$ cat src/verilog/rmp_pkg.sv
// rmp_pkg: constants, types and helpers shared by both ends of the protection pair
`default_nettype none
package rmp_pkg;
    // timing
    localparam int CLK_HZ = 100_000_000;
    localparam int FRAME_HZ = 8000;
    localparam int FRAME_CYC = CLK_HZ / FRAME_HZ;
    localparam int MF_FRAMES = 4;
    // two sync flops plus the edge flop before the counter reloads
    localparam int SYNC_LAT = 3;
    localparam int SELW = 3;
    // device register map on the microprocessor port
    localparam logic [7:0] A_SRC = 8'h30;
    localparam logic [7:0] A_REMOTE = 8'h31;
    localparam logic [7:0] A_STAT = 8'h32;
    localparam logic [7:0] A_BITS = 8'h33;
    localparam logic [7:0] A_MODE = 8'h34;
    localparam logic [7:0] A_CMD = 8'h35;
    localparam int MODE_MASTER = 1;
    localparam int MODE_EXTSYNC = 3;
    localparam logic [7:0] MODE_RST = 8'h00;
    localparam logic [7:0] REMOTE_RST = 8'hFF;
    localparam logic [7:0] BITS_RST = 8'h00;
    localparam int CMD_SWBACK = 0;
    localparam int CMD_SUB = 1;
    localparam int ST_ACTIVE = 7;
    localparam int ST_HOLD = 6;
    localparam int ST_ALIGN = 5;
    localparam int ST_TABLE = 4;
    // controller APB map
    localparam logic [11:0] P_CTL = 12'h000;
    localparam logic [11:0] P_MODE = 12'h004;
    localparam logic [11:0] P_STAT = 12'h008;
    localparam int CTL_MIRROR = 0;
    localparam int CTL_SWBACK = 1;
    localparam int CTL_SUB = 2;
    localparam int STAT_BUSY = 16;

    typedef enum logic [2:0] {DS_FREE, DS_LOCKED, DS_TRACK, DS_HOLD, DS_SUB} rmp_dstate_t;
    typedef enum logic [3:0] {
        CS_IDLE, CS_RS_W, CS_RS_C, CS_RB, CS_RB_W, CS_RB_C
    } rmp_cstate_t;

    // lowest set index wins; bit 3 flags that one was found
    function automatic logic [3:0] rmp_pick(input logic [7:0] m);
        logic [3:0] r;
        r = 4'h0;
        for (int i = 7; i >= 0; i--) begin
            if (m[i]) begin
                r = {1'b1, 3'(i)};
            end
        end
        return r;
    endfunction
endpackage
`default_nettype wire
$ cat src/verilog/rmp_mp_if.sv
// rmp_mp_if: microprocessor port between a timing device and its controller
`timescale 1ns/1ps
`default_nettype none
interface rmp_mp_if;
    logic [7:0] addr;
    logic wr;
    logic rd;
    logic [7:0] wdata;
    logic [7:0] rdata;
    modport dev (
        input addr,
        input wr,
        input rd,
        input wdata,
        output rdata
    );
    modport ctl (
        output addr,
        output wr,
        output rd,
        output wdata,
        input rdata
    );
endinterface
`default_nettype wire

$ cat src/verilog/rmp_dev.sv
// rmp_dev: redundancy protection logic of one timing device
// What the protection scheme requires of device, controller and board
// [RULE1] frame and multiframe clocks aligned within one cycle
// [RULE2] role taken from mode register bit 1
// [RULE3] local valid sources mask the table
// [RULE4] remote valid register also masks the table
// [RULE5] controller copies sources between the two devices
// [RULE6] slave prefers master clock input, else same order
// [RULE7] slave locks and stays on first input
// [RULE8] slave enters holdover when nothing valid remains
// [RULE9] slave takes over clocks, table and switching
// [RULE10] replaced master subordinate until aligned and switched back
// [RULE11] shared source failure updates both tables alike
// [RULE12] controller moves bits feed group on failure
// [RULE13] board cross connects the multiframe sync lines
// [RULE14] sync alignment only while mode bit 3 set
// [RULE15] free running frame clocks while sync disabled
`timescale 1ns/1ps
`default_nettype none
module rmp_dev #(
    parameter int NREF = 8,
    parameter int FRAME_CYC = rmp_pkg::FRAME_CYC
) (
    input wire logic clk_i,
    input wire logic nrst_i,
    rmp_mp_if.dev mp,
    input wire logic [NREF-1:0] ref_valid_i,
    input wire logic ext_multiframe_sync_input_i,
    output logic frame_clk_o,
    output logic mf_clk_o,
    output logic [rmp_pkg::SELW-1:0] sel_ref_o,
    output logic [rmp_pkg::SELW-1:0] bits_feed_output_group_sel_o,
    output logic active_o,
    output logic holdover_o
);
    import rmp_pkg::*;

    localparam int CW = $clog2(FRAME_CYC);

    generate
        if (NREF < 2 || NREF > 8) begin : g_bad_nref
            $error("rmp_dev: NREF must be 2 to 8");
        end
        if (FRAME_CYC < 8 || (FRAME_CYC % 2) != 0) begin : g_bad_frame
            $error("rmp_dev: FRAME_CYC must be even and at least 8");
        end
    endgenerate

    ////////////////////////////////////////////////////////////////////////
    // pin synchronisers
    logic [NREF-1:0] ref_s1;
    logic [NREF-1:0] ref_s2;
    logic sy_s1;
    logic sy_s2;
    logic sy_s3;

    always_ff @(posedge clk_i or negedge nrst_i) begin
        if (!nrst_i) begin
            ref_s1 <= '0;
            ref_s2 <= '0;
            sy_s1 <= 1'b0;
            sy_s2 <= 1'b0;
            sy_s3 <= 1'b0;
        end else begin
            ref_s1 <= ref_valid_i;
            ref_s2 <= ref_s1;
            sy_s1 <= ext_multiframe_sync_input_i;
            sy_s2 <= sy_s1;
            sy_s3 <= sy_s2;
        end
    end

    logic sy_rise;
    assign sy_rise = sy_s2 & ~sy_s3;

    ////////////////////////////////////////////////////////////////////////
    // microprocessor port registers
    logic [7:0] mode;
    logic [7:0] remote;
    logic [7:0] bits_sel;
    logic [7:0] rdata;
    logic table_ok;
    logic [7:0] next_mode;
    logic [7:0] next_remote;
    logic [7:0] next_bits_sel;
    logic [7:0] next_rdata;
    logic next_table_ok;
    logic cmd_swback;
    logic cmd_sub;
    logic is_master;
    logic [7:0] stat;
    logic [7:0] local_src;

    assign local_src = 8'(ref_s2);
    assign is_master = mode[MODE_MASTER]; // [RULE2]
    assign cmd_swback = mp.wr && mp.addr == A_CMD && mp.wdata[CMD_SWBACK];
    assign cmd_sub = mp.wr && mp.addr == A_CMD && mp.wdata[CMD_SUB];

    always_comb begin
        next_mode = mode;
        next_remote = remote;
        next_bits_sel = bits_sel;
        next_table_ok = table_ok;
        next_rdata = 8'h00;
        if (cmd_sub) begin
            next_table_ok = 1'b0;
        end
        if (mp.wr) begin
            if (mp.addr == A_MODE) begin
                next_mode = mp.wdata;
            end else if (mp.addr == A_REMOTE) begin
                next_remote = mp.wdata; // [RULE4]
                // the load that proves table alignment wins over a clear
                next_table_ok = 1'b1; // [RULE10]
            end else if (mp.addr == A_BITS) begin
                next_bits_sel = mp.wdata;
            end
        end
        if (mp.rd) begin
            if (mp.addr == A_SRC) begin
                next_rdata = local_src; // [RULE3]
            end else if (mp.addr == A_REMOTE) begin
                next_rdata = remote;
            end else if (mp.addr == A_STAT) begin
                next_rdata = stat;
            end else if (mp.addr == A_BITS) begin
                next_rdata = bits_sel;
            end else if (mp.addr == A_MODE) begin
                next_rdata = mode;
            end else begin
                next_rdata = 8'h00;
            end
        end
    end

    always_ff @(posedge clk_i or negedge nrst_i) begin
        if (!nrst_i) begin
            mode <= MODE_RST;
            remote <= REMOTE_RST;
            bits_sel <= BITS_RST;
            rdata <= 8'h00;
            table_ok <= 1'b0;
        end else begin
            mode <= next_mode;
            remote <= next_remote;
            bits_sel <= next_bits_sel;
            rdata <= next_rdata;
            table_ok <= next_table_ok;
        end
    end

    assign mp.rdata = rdata;

    ////////////////////////////////////////////////////////////////////////
    // frame and multiframe generation
    logic [CW-1:0] cnt;
    logic [1:0] mfc;
    logic aligned;
    logic frame_q;
    logic mf_q;
    logic [CW-1:0] next_cnt;
    logic [1:0] next_mfc;
    logic next_aligned;
    logic next_frame;
    logic next_mf;
    logic at_target;

    // the sync edge is seen SYNC_LAT - 1 edges late, so expect the count there
    assign at_target = cnt == CW'(SYNC_LAT - 1) && mfc == 2'd0;

    always_comb begin
        next_aligned = aligned;
        next_mfc = mfc;
        if (cnt == CW'(FRAME_CYC - 1)) begin
            next_cnt = '0;
            next_mfc = (mfc == 2'(MF_FRAMES - 1)) ? 2'd0 : mfc + 2'd1;
        end else begin
            next_cnt = cnt + CW'(1);
        end
        if (cmd_sub) begin
            next_aligned = 1'b0;
        end
        if (mode[MODE_EXTSYNC] && sy_rise) begin // [RULE14] [RULE13]
            // reload so both ends see their edges on the same cycle
            next_cnt = CW'(SYNC_LAT); // [RULE1]
            next_mfc = 2'd0;
            next_aligned = at_target;
        end else if (!mode[MODE_EXTSYNC]) begin
            next_aligned = 1'b0; // [RULE15]
        end
        next_frame = next_cnt < CW'(FRAME_CYC / 2);
        next_mf = next_mfc < 2'(MF_FRAMES / 2);
    end

    always_ff @(posedge clk_i or negedge nrst_i) begin
        if (!nrst_i) begin
            cnt <= '0;
            mfc <= 2'd0;
            aligned <= 1'b0;
            frame_q <= 1'b1;
            mf_q <= 1'b1;
        end else begin
            cnt <= next_cnt;
            mfc <= next_mfc;
            aligned <= next_aligned;
            frame_q <= next_frame;
            mf_q <= next_mf;
        end
    end

    assign frame_clk_o = frame_q;
    assign mf_clk_o = mf_q;

    ////////////////////////////////////////////////////////////////////////
    // role and reference selection
    rmp_dstate_t st;
    rmp_dstate_t next_st;
    logic [SELW-1:0] sel;
    logic [SELW-1:0] next_sel;
    logic [7:0] mask;
    logic [3:0] pk;
    logic [7:0] own_mask;

    // same masks on both devices give the same table after a shared failure
    assign mask = local_src & remote; // [RULE3] [RULE4] [RULE11]
    // slave order skips input 0, which carries the master clock
    assign own_mask = is_master ? mask : (mask & 8'hFE); // [RULE6]
    assign pk = rmp_pick(own_mask);

    always_comb begin
        next_st = st;
        next_sel = sel;
        if (st == DS_SUB && !(cmd_swback && aligned && table_ok)) begin
            // keeps tracking the table, but never drives the pair
            next_st = DS_SUB; // [RULE10]
            if (pk[3]) begin
                next_sel = pk[SELW-1:0];
            end
        end else if (is_master && cmd_sub) begin
            next_st = DS_SUB; // [RULE10]
        end else if (!is_master && local_src[0]) begin
            next_st = DS_TRACK; // [RULE7] [RULE6]
            next_sel = '0;
        end else if (pk[3]) begin
            next_st = DS_LOCKED; // [RULE9]
            next_sel = pk[SELW-1:0];
        end else begin
            case (st)
                DS_FREE: next_st = DS_FREE;
                default: next_st = DS_HOLD; // [RULE8]
            endcase
        end
    end

    always_ff @(posedge clk_i or negedge nrst_i) begin
        if (!nrst_i) begin
            st <= DS_FREE;
            sel <= '0;
        end else begin
            st <= next_st;
            sel <= next_sel;
        end
    end

    // a slave tracking the master only stands by
    assign active_o = (st != DS_SUB) && (st != DS_TRACK); // [RULE9]
    assign holdover_o = st == DS_HOLD;
    assign sel_ref_o = sel;
    assign bits_feed_output_group_sel_o = bits_sel[SELW-1:0];
    assign stat = {active_o, holdover_o, aligned, table_ok, 1'b0, 3'(sel)};
endmodule
`default_nettype wire

$ cat src/flat_wrapper.sv
// flat-port wrapper written by rule: the top's interface ports become plain ports
module rmp_dev_flat import rmp_pkg::*;
#(
    parameter int NREF = 8,
    parameter int FRAME_CYC = rmp_pkg::FRAME_CYC
)
  (clk_i, nrst_i, ref_valid_i, ext_multiframe_sync_input_i, frame_clk_o, mf_clk_o, sel_ref_o, bits_feed_output_group_sel_o, active_o, holdover_o, mp_addr, mp_wr, mp_rd, mp_wdata, mp_rdata);
  rmp_mp_if mp_i ();
  input wire logic clk_i;
  input wire logic nrst_i;
  input wire logic [NREF-1:0] ref_valid_i;
  input wire logic ext_multiframe_sync_input_i;
  output logic frame_clk_o;
  output logic mf_clk_o;
  output logic [rmp_pkg::SELW-1:0] sel_ref_o;
  output logic [rmp_pkg::SELW-1:0] bits_feed_output_group_sel_o;
  output logic active_o;
  output logic holdover_o;
  input wire logic [$bits(mp_i.addr)-1:0] mp_addr;
  input wire logic [$bits(mp_i.wr)-1:0] mp_wr;
  input wire logic [$bits(mp_i.rd)-1:0] mp_rd;
  input wire logic [$bits(mp_i.wdata)-1:0] mp_wdata;
  output wire logic [$bits(mp_i.rdata)-1:0] mp_rdata;
  assign mp_i.addr = mp_addr;
  assign mp_i.wr = mp_wr;
  assign mp_i.rd = mp_rd;
  assign mp_i.wdata = mp_wdata;
  assign mp_rdata = mp_i.rdata;
  rmp_dev #(.NREF(NREF), .FRAME_CYC(FRAME_CYC)) u_core (.clk_i(clk_i), .nrst_i(nrst_i), .mp(mp_i), .ref_valid_i(ref_valid_i), .ext_multiframe_sync_input_i(ext_multiframe_sync_input_i), .frame_clk_o(frame_clk_o), .mf_clk_o(mf_clk_o), .sel_ref_o(sel_ref_o), .bits_feed_output_group_sel_o(bits_feed_output_group_sel_o), .active_o(active_o), .holdover_o(holdover_o));
endmodule
$ cat config.mk
export PLATFORM = sky130hd
export DESIGN_NAME = rmp_dev_flat
export DESIGN_NICKNAME = d
export VERILOG_FILES = /design/src/verilog/rmp_pkg.sv /design/src/verilog/rmp_mp_if.sv /design/src/verilog/rmp_dev.sv /design/src/flat_wrapper.sv
export SDC_FILE = /design/constraint.sdc
export NUM_CORES = 1
export LEC_CHECK = 0
export ABC_AREA = 1
export BUFFER_PORTS_ARGS = -buffer_cell sky130_fd_sc_hd__buf_4
export CORE_MARGIN = 2
export CORE_UTILIZATION = 50
export DETAILED_ROUTE_END_ITERATION = 10
export PLACE_DENSITY = 0.73
export SYNTH_ARGS = -nofsm -noshare
export SYNTH_HDL_FRONTEND = slang
export SYNTH_SLANG_ARGS = --single-unit
export TNS_END_PERCENT = 30
$ cat constraint.sdc
create_clock -name clk_i -period 1.4 [get_ports clk_i]
set_input_delay 0.28 -clock clk_i [delete_from_list [all_inputs] [get_ports clk_i]]
set_output_delay 0.28 -clock clk_i [all_outputs]
set_load 0.01 [all_outputs]
==> results.tsv <==
stage	metric	value	unit
synthesis	synth_compound_area_frac	0.0995	
drt	top_layer_used	met4	
final_layout	drive_above_1_share	0.380	
final_layout	post-route-util	0.699	
synthesis	ys_types	37	
drt	wl_met3	373	um
grt	grt_max_degree	27	
final_layout	nFillCells	559	
synthesis	synth_top_family_by_area	simple AND/OR/NAND/NOR gates	
sta	layout_min_cycle_time	1.62	ns
critical_path	max_stage_delay	0.43	ns
final_layout	regArea	1940	um2
pwr	power.total	5.87	mW
clock_network	cts_buffers	9	
sta	setup_viol	7	
critical_path	crit_type	flop to flop	
clock_network	cts-root-buf	clkbuf_8	
critical_path	slowest_stage	dfrtp_1	
pwr	ir_drop	0.844	mV
grt	track_usage	0.234	
drt	drtAntennaViolNets	0	
floorplanning	die_w	89.8	um
worst_hold_path	hold_path.class	input port to flop	
sta	rsz0062_at_grt	true	
critical_path	r2r-end	u_core.frame_clk_o$_DFF_PN1_	
sta	hold_violations	0	
grt	grt_pass1_wl	15.0	mm
worst_hold_path	min_to	u_core.ref_s1[5]$_DFF_PN0_	
drt	wl_per_cell	14.2	um
drt	met1_length	3.98	mm
sta	finClkSkew	0.00922	ns
final_layout	nNetsFinal	586	
final_layout	flow.area_growth_from_synthesis	36.1	%
critical_path	path_max_fanout	5	
synthesis	synth_mux_area_frac	0	
outcome	failed_checks	setup timing	
floorplanning	die_h	89.8	um
critical_path	ff2ff_setup_slack	-0.22	ns
clock_network	clock_sinks	77	
critical_path	r2r_start	u_core.cnt[0]$_DFF_PN0_	
synthesis	synth_area	3680	um2
synthesis	syn_nets	468	
synthesis	seq_area_frac_synth	0.526	
sta	fin_crit_sh	1.16	
run	maxCapViolCount	0	
floorplanning	initial_utilization	0.513	
sta	slew_headroom	0.730	
sta	whs	0.0238	ns
pwr	powerDensity	1170	nW/um2
pwr	p_leak	2.57	nW
critical_path	r2r_cells	12	
critical_path	worstPathCellList	buf_4, buf_4, nand4_1, nor2_1, buf_4, nand2_1, nand2_1, nand3_2, nand2_1, nor2_1, nand2_1, a21oi_2	
clock_network	ctsLongestPathBuffers	2	
placed_design	dp_hpwl	6.97	mm
critical_path	required	1.70	ns
synthesis	synth_xor_area_frac	0.00476	
drt	wl_met2	4.71	mm
sta	worst_pin_slew	0.402	ns
placed_design	gp_congestion	0.929	
placed_design	portBuffers	46	
sta	fmax	618	MHz
worst_hold_path	hold_depth	1	
drt	viasPerCell	5.06	
drt	drc	0	
critical_path	end_kind	flop	
synthesis	synthCells	435	
synthesis	synth-simple-area-share	0.270	
critical_path	startpoint_type	flop	
grt	gr-total-overflow	0	
drt	drt_first_pass_iters	4	
grt	antenna_found_initial	0	
sta	setup_ws	-0.217	ns
floorplanning	rows	31	
floorplanning	ios	47	
final_layout	diodes	0	
clock_network	clk_pin_slew_worst_paths	0.09	ns
critical_path	crit_top_cell	nand2_1	
critical_path	crit_arrival	1.91	ns
drt	route.final.wire_length	9.31	mm
final_layout	multi_input_area	1590	um2
outcome	status	finished, violations left	
drt	first_iter_violations	154	
synthesis	ys_ff_latch	77	
worst_hold_path	min_from	ref_valid_i[5]	
synthesis	yosys_warnings	0	
drt	dr_total_vias	3323	
floorplanning	die_area	8070	um2
synthesis	avgSynthCellArea	8.47	um2
synthesis	synthAdderAreaFrac	0.0136	
clock_network	insertion_delay	0.36	ns
floorplanning	core	7180	um2
grt	grt_pass1_vias	3263	
clock_network	cts_tree	done	
clock_network	htreeDepth	3	
sta	drv_slew	0	
layout make-up:
| class | count | share of cell area |
|---|---|---|
| flip-flops and latches | 77 | 0.387 |
| multi-input cells | 281 | 0.318 |
| repair buffers | 115 | 0.178 |
| inverters | 69 | 0.0521 |
| clock buffers | 9 | 0.0247 |
| well taps | 99 | 0.0247 |
| clock inverters | 7 | 0.0160 |
worst max-delay path, delay by kind of cell (launching register included):
family | cells | cell delay, ns
flip-flops | 1 | 0.43
AND/OR/NAND/NOR | 8 | 0.56
AO/OA/AOI/OAI | 1 | 0.12
buffers and inverters | 3 | 0.43
stage by stage:
stage	std cells	cell area [um2]	setup slack [ns]	setup TNS, ns
finish	657	5010	-0.217	-0.701
global route	657	5010	-0.320	-1.78
CTS	650	4820	-0.186	-0.614
detailed placement	628	4540	-0.240	-5.61
global placement	628	4540	-0.227	-5.27
floorplan	435	3690	-0.0257	-0.0257
Yosys cell counts (all sizes together):
cell | n | area [um2]
a211oi | 2 | 15.0
o22ai | 1 | 6.26
nor4 | 1 | 21.3
nor3 | 12 | 92.6
nand3b | 1 | 20.0
o21ai | 43 | 245
nand2 | 116 | 445
dfrtp | 67 | 1680
buf | 7 | 52.5
o21bai | 2 | 15.0
xor2 | 2 | 17.5
o211ai | 2 | 15.0
a21oi | 11 | 55.1
ha | 4 | 50.1
clkbuf | 1 | 3.75
nand3 | 28 | 158
dfstp | 10 | 263
inv | 68 | 255
nor2 | 42 | 180
or2 | 2 | 15.0
o2111ai | 1 | 8.76
a31oi | 1 | 6.26
clkinv | 1 | 3.75
nand4 | 10 | 62.6
how the worst max path moves through the flow:
stage / startpoint / end / slack (ns) / depth (start not counted)
after CTS: u_core.st[2]$_DFF_PN0_ / active_o / -0.19 / 5
after floorplan: u_core.cnt[0]$_DFF_PN0_ / u_core.frame_clk_o$_DFF_PN1_ / -0.03 / 11
after global placement: mp_addr[3] / u_core.mp.rdata[3]$_DFF_PN0_ / -0.23 / 7
final: u_core.cnt[0]$_DFF_PN0_ / u_core.frame_clk_o$_DFF_PN1_ / -0.22 / 12
after global routing: u_core.cnt[0]$_DFF_PN0_ / u_core.frame_clk_o$_DFF_PN1_ / -0.32 / 12
after detailed placement: mp_addr[7] / u_core.sel_ref_o[2]$_DFFE_PN0P_ / -0.24 / 11
what timing repair did:
action | 4_1_cts | 5_1_grt
hold buffers | 1 | 0
setup endpoints to repair | 6 | 25
endpoints found under the hold margin | 11 | 0
buffers inserted | 5 | 9
resized for setup | 9 | 41
pin swaps | 3 | 15
power by group:
group / internal (mW) / total [mW] / switching [mW]
sequential: 2.41 / 2.59 / 0.176
combinational: 0.734 / 1.50 / 0.762
clock: 0.852 / 1.79 / 0.935
total: 4.00 / 5.87 / 1.87
layer usage:
layer,vias to the layer above,GRT usage
li1,1621,-
met1,1593,0.301
met2,87,0.388
met3,22,0.0369
met4,0,0.115
met5,-,0
logic make-up after synthesis:
group	Yosys count
AOI/OAI and AO/OA	63
xor gates and xnor gates	2
adders and majority gates	4
buffers and inverters	77
DFF	77
and+or+nand+nor	212
flip-flops by register name (all words and copies together), names as in the netlist:
register and count:
u_core.cnt 14, u_core.bits_sel 8, u_core.sy_s3 1, u_core.st 3, u_core.mfc 2, u_core.ref_s1 8, u_core.frame_clk_o 1, u_core.mp.rdata 8
u_core.mf_clk_o 1, u_core.aligned 1, u_core.sel_ref_o 3, u_core.mode 8, u_core.table_ok 1, u_core.remote 8, u_core.sy_s2 1, u_core.sy_s1 1
u_core.local_src 8
layout by cell type (no fill, tap or decap), types with 2 or more instances in the layout:
master / n
a21oi_1: 10
buf_4: 109
buf_6: 4
clkbuf_8: 9
dfrtp_1: 67
dfstp_2: 10
ha_1: 3
inv_1: 56
inv_2: 12
inv_6: 3
nand2_1: 105
nand2_2: 9
nand2_4: 2
nand3_1: 20
nand3_2: 7
nand4_1: 10
nor2_1: 24
nor2_2: 11
nor2_4: 7
nor3_1: 5
nor3_2: 4
nor3_4: 3
o211ai_1: 2
o21ai_0: 15
o21ai_1: 20
o21ai_2: 8
o21bai_1: 2
xor2_1: 2
Power figures use the tool's default switching activity.
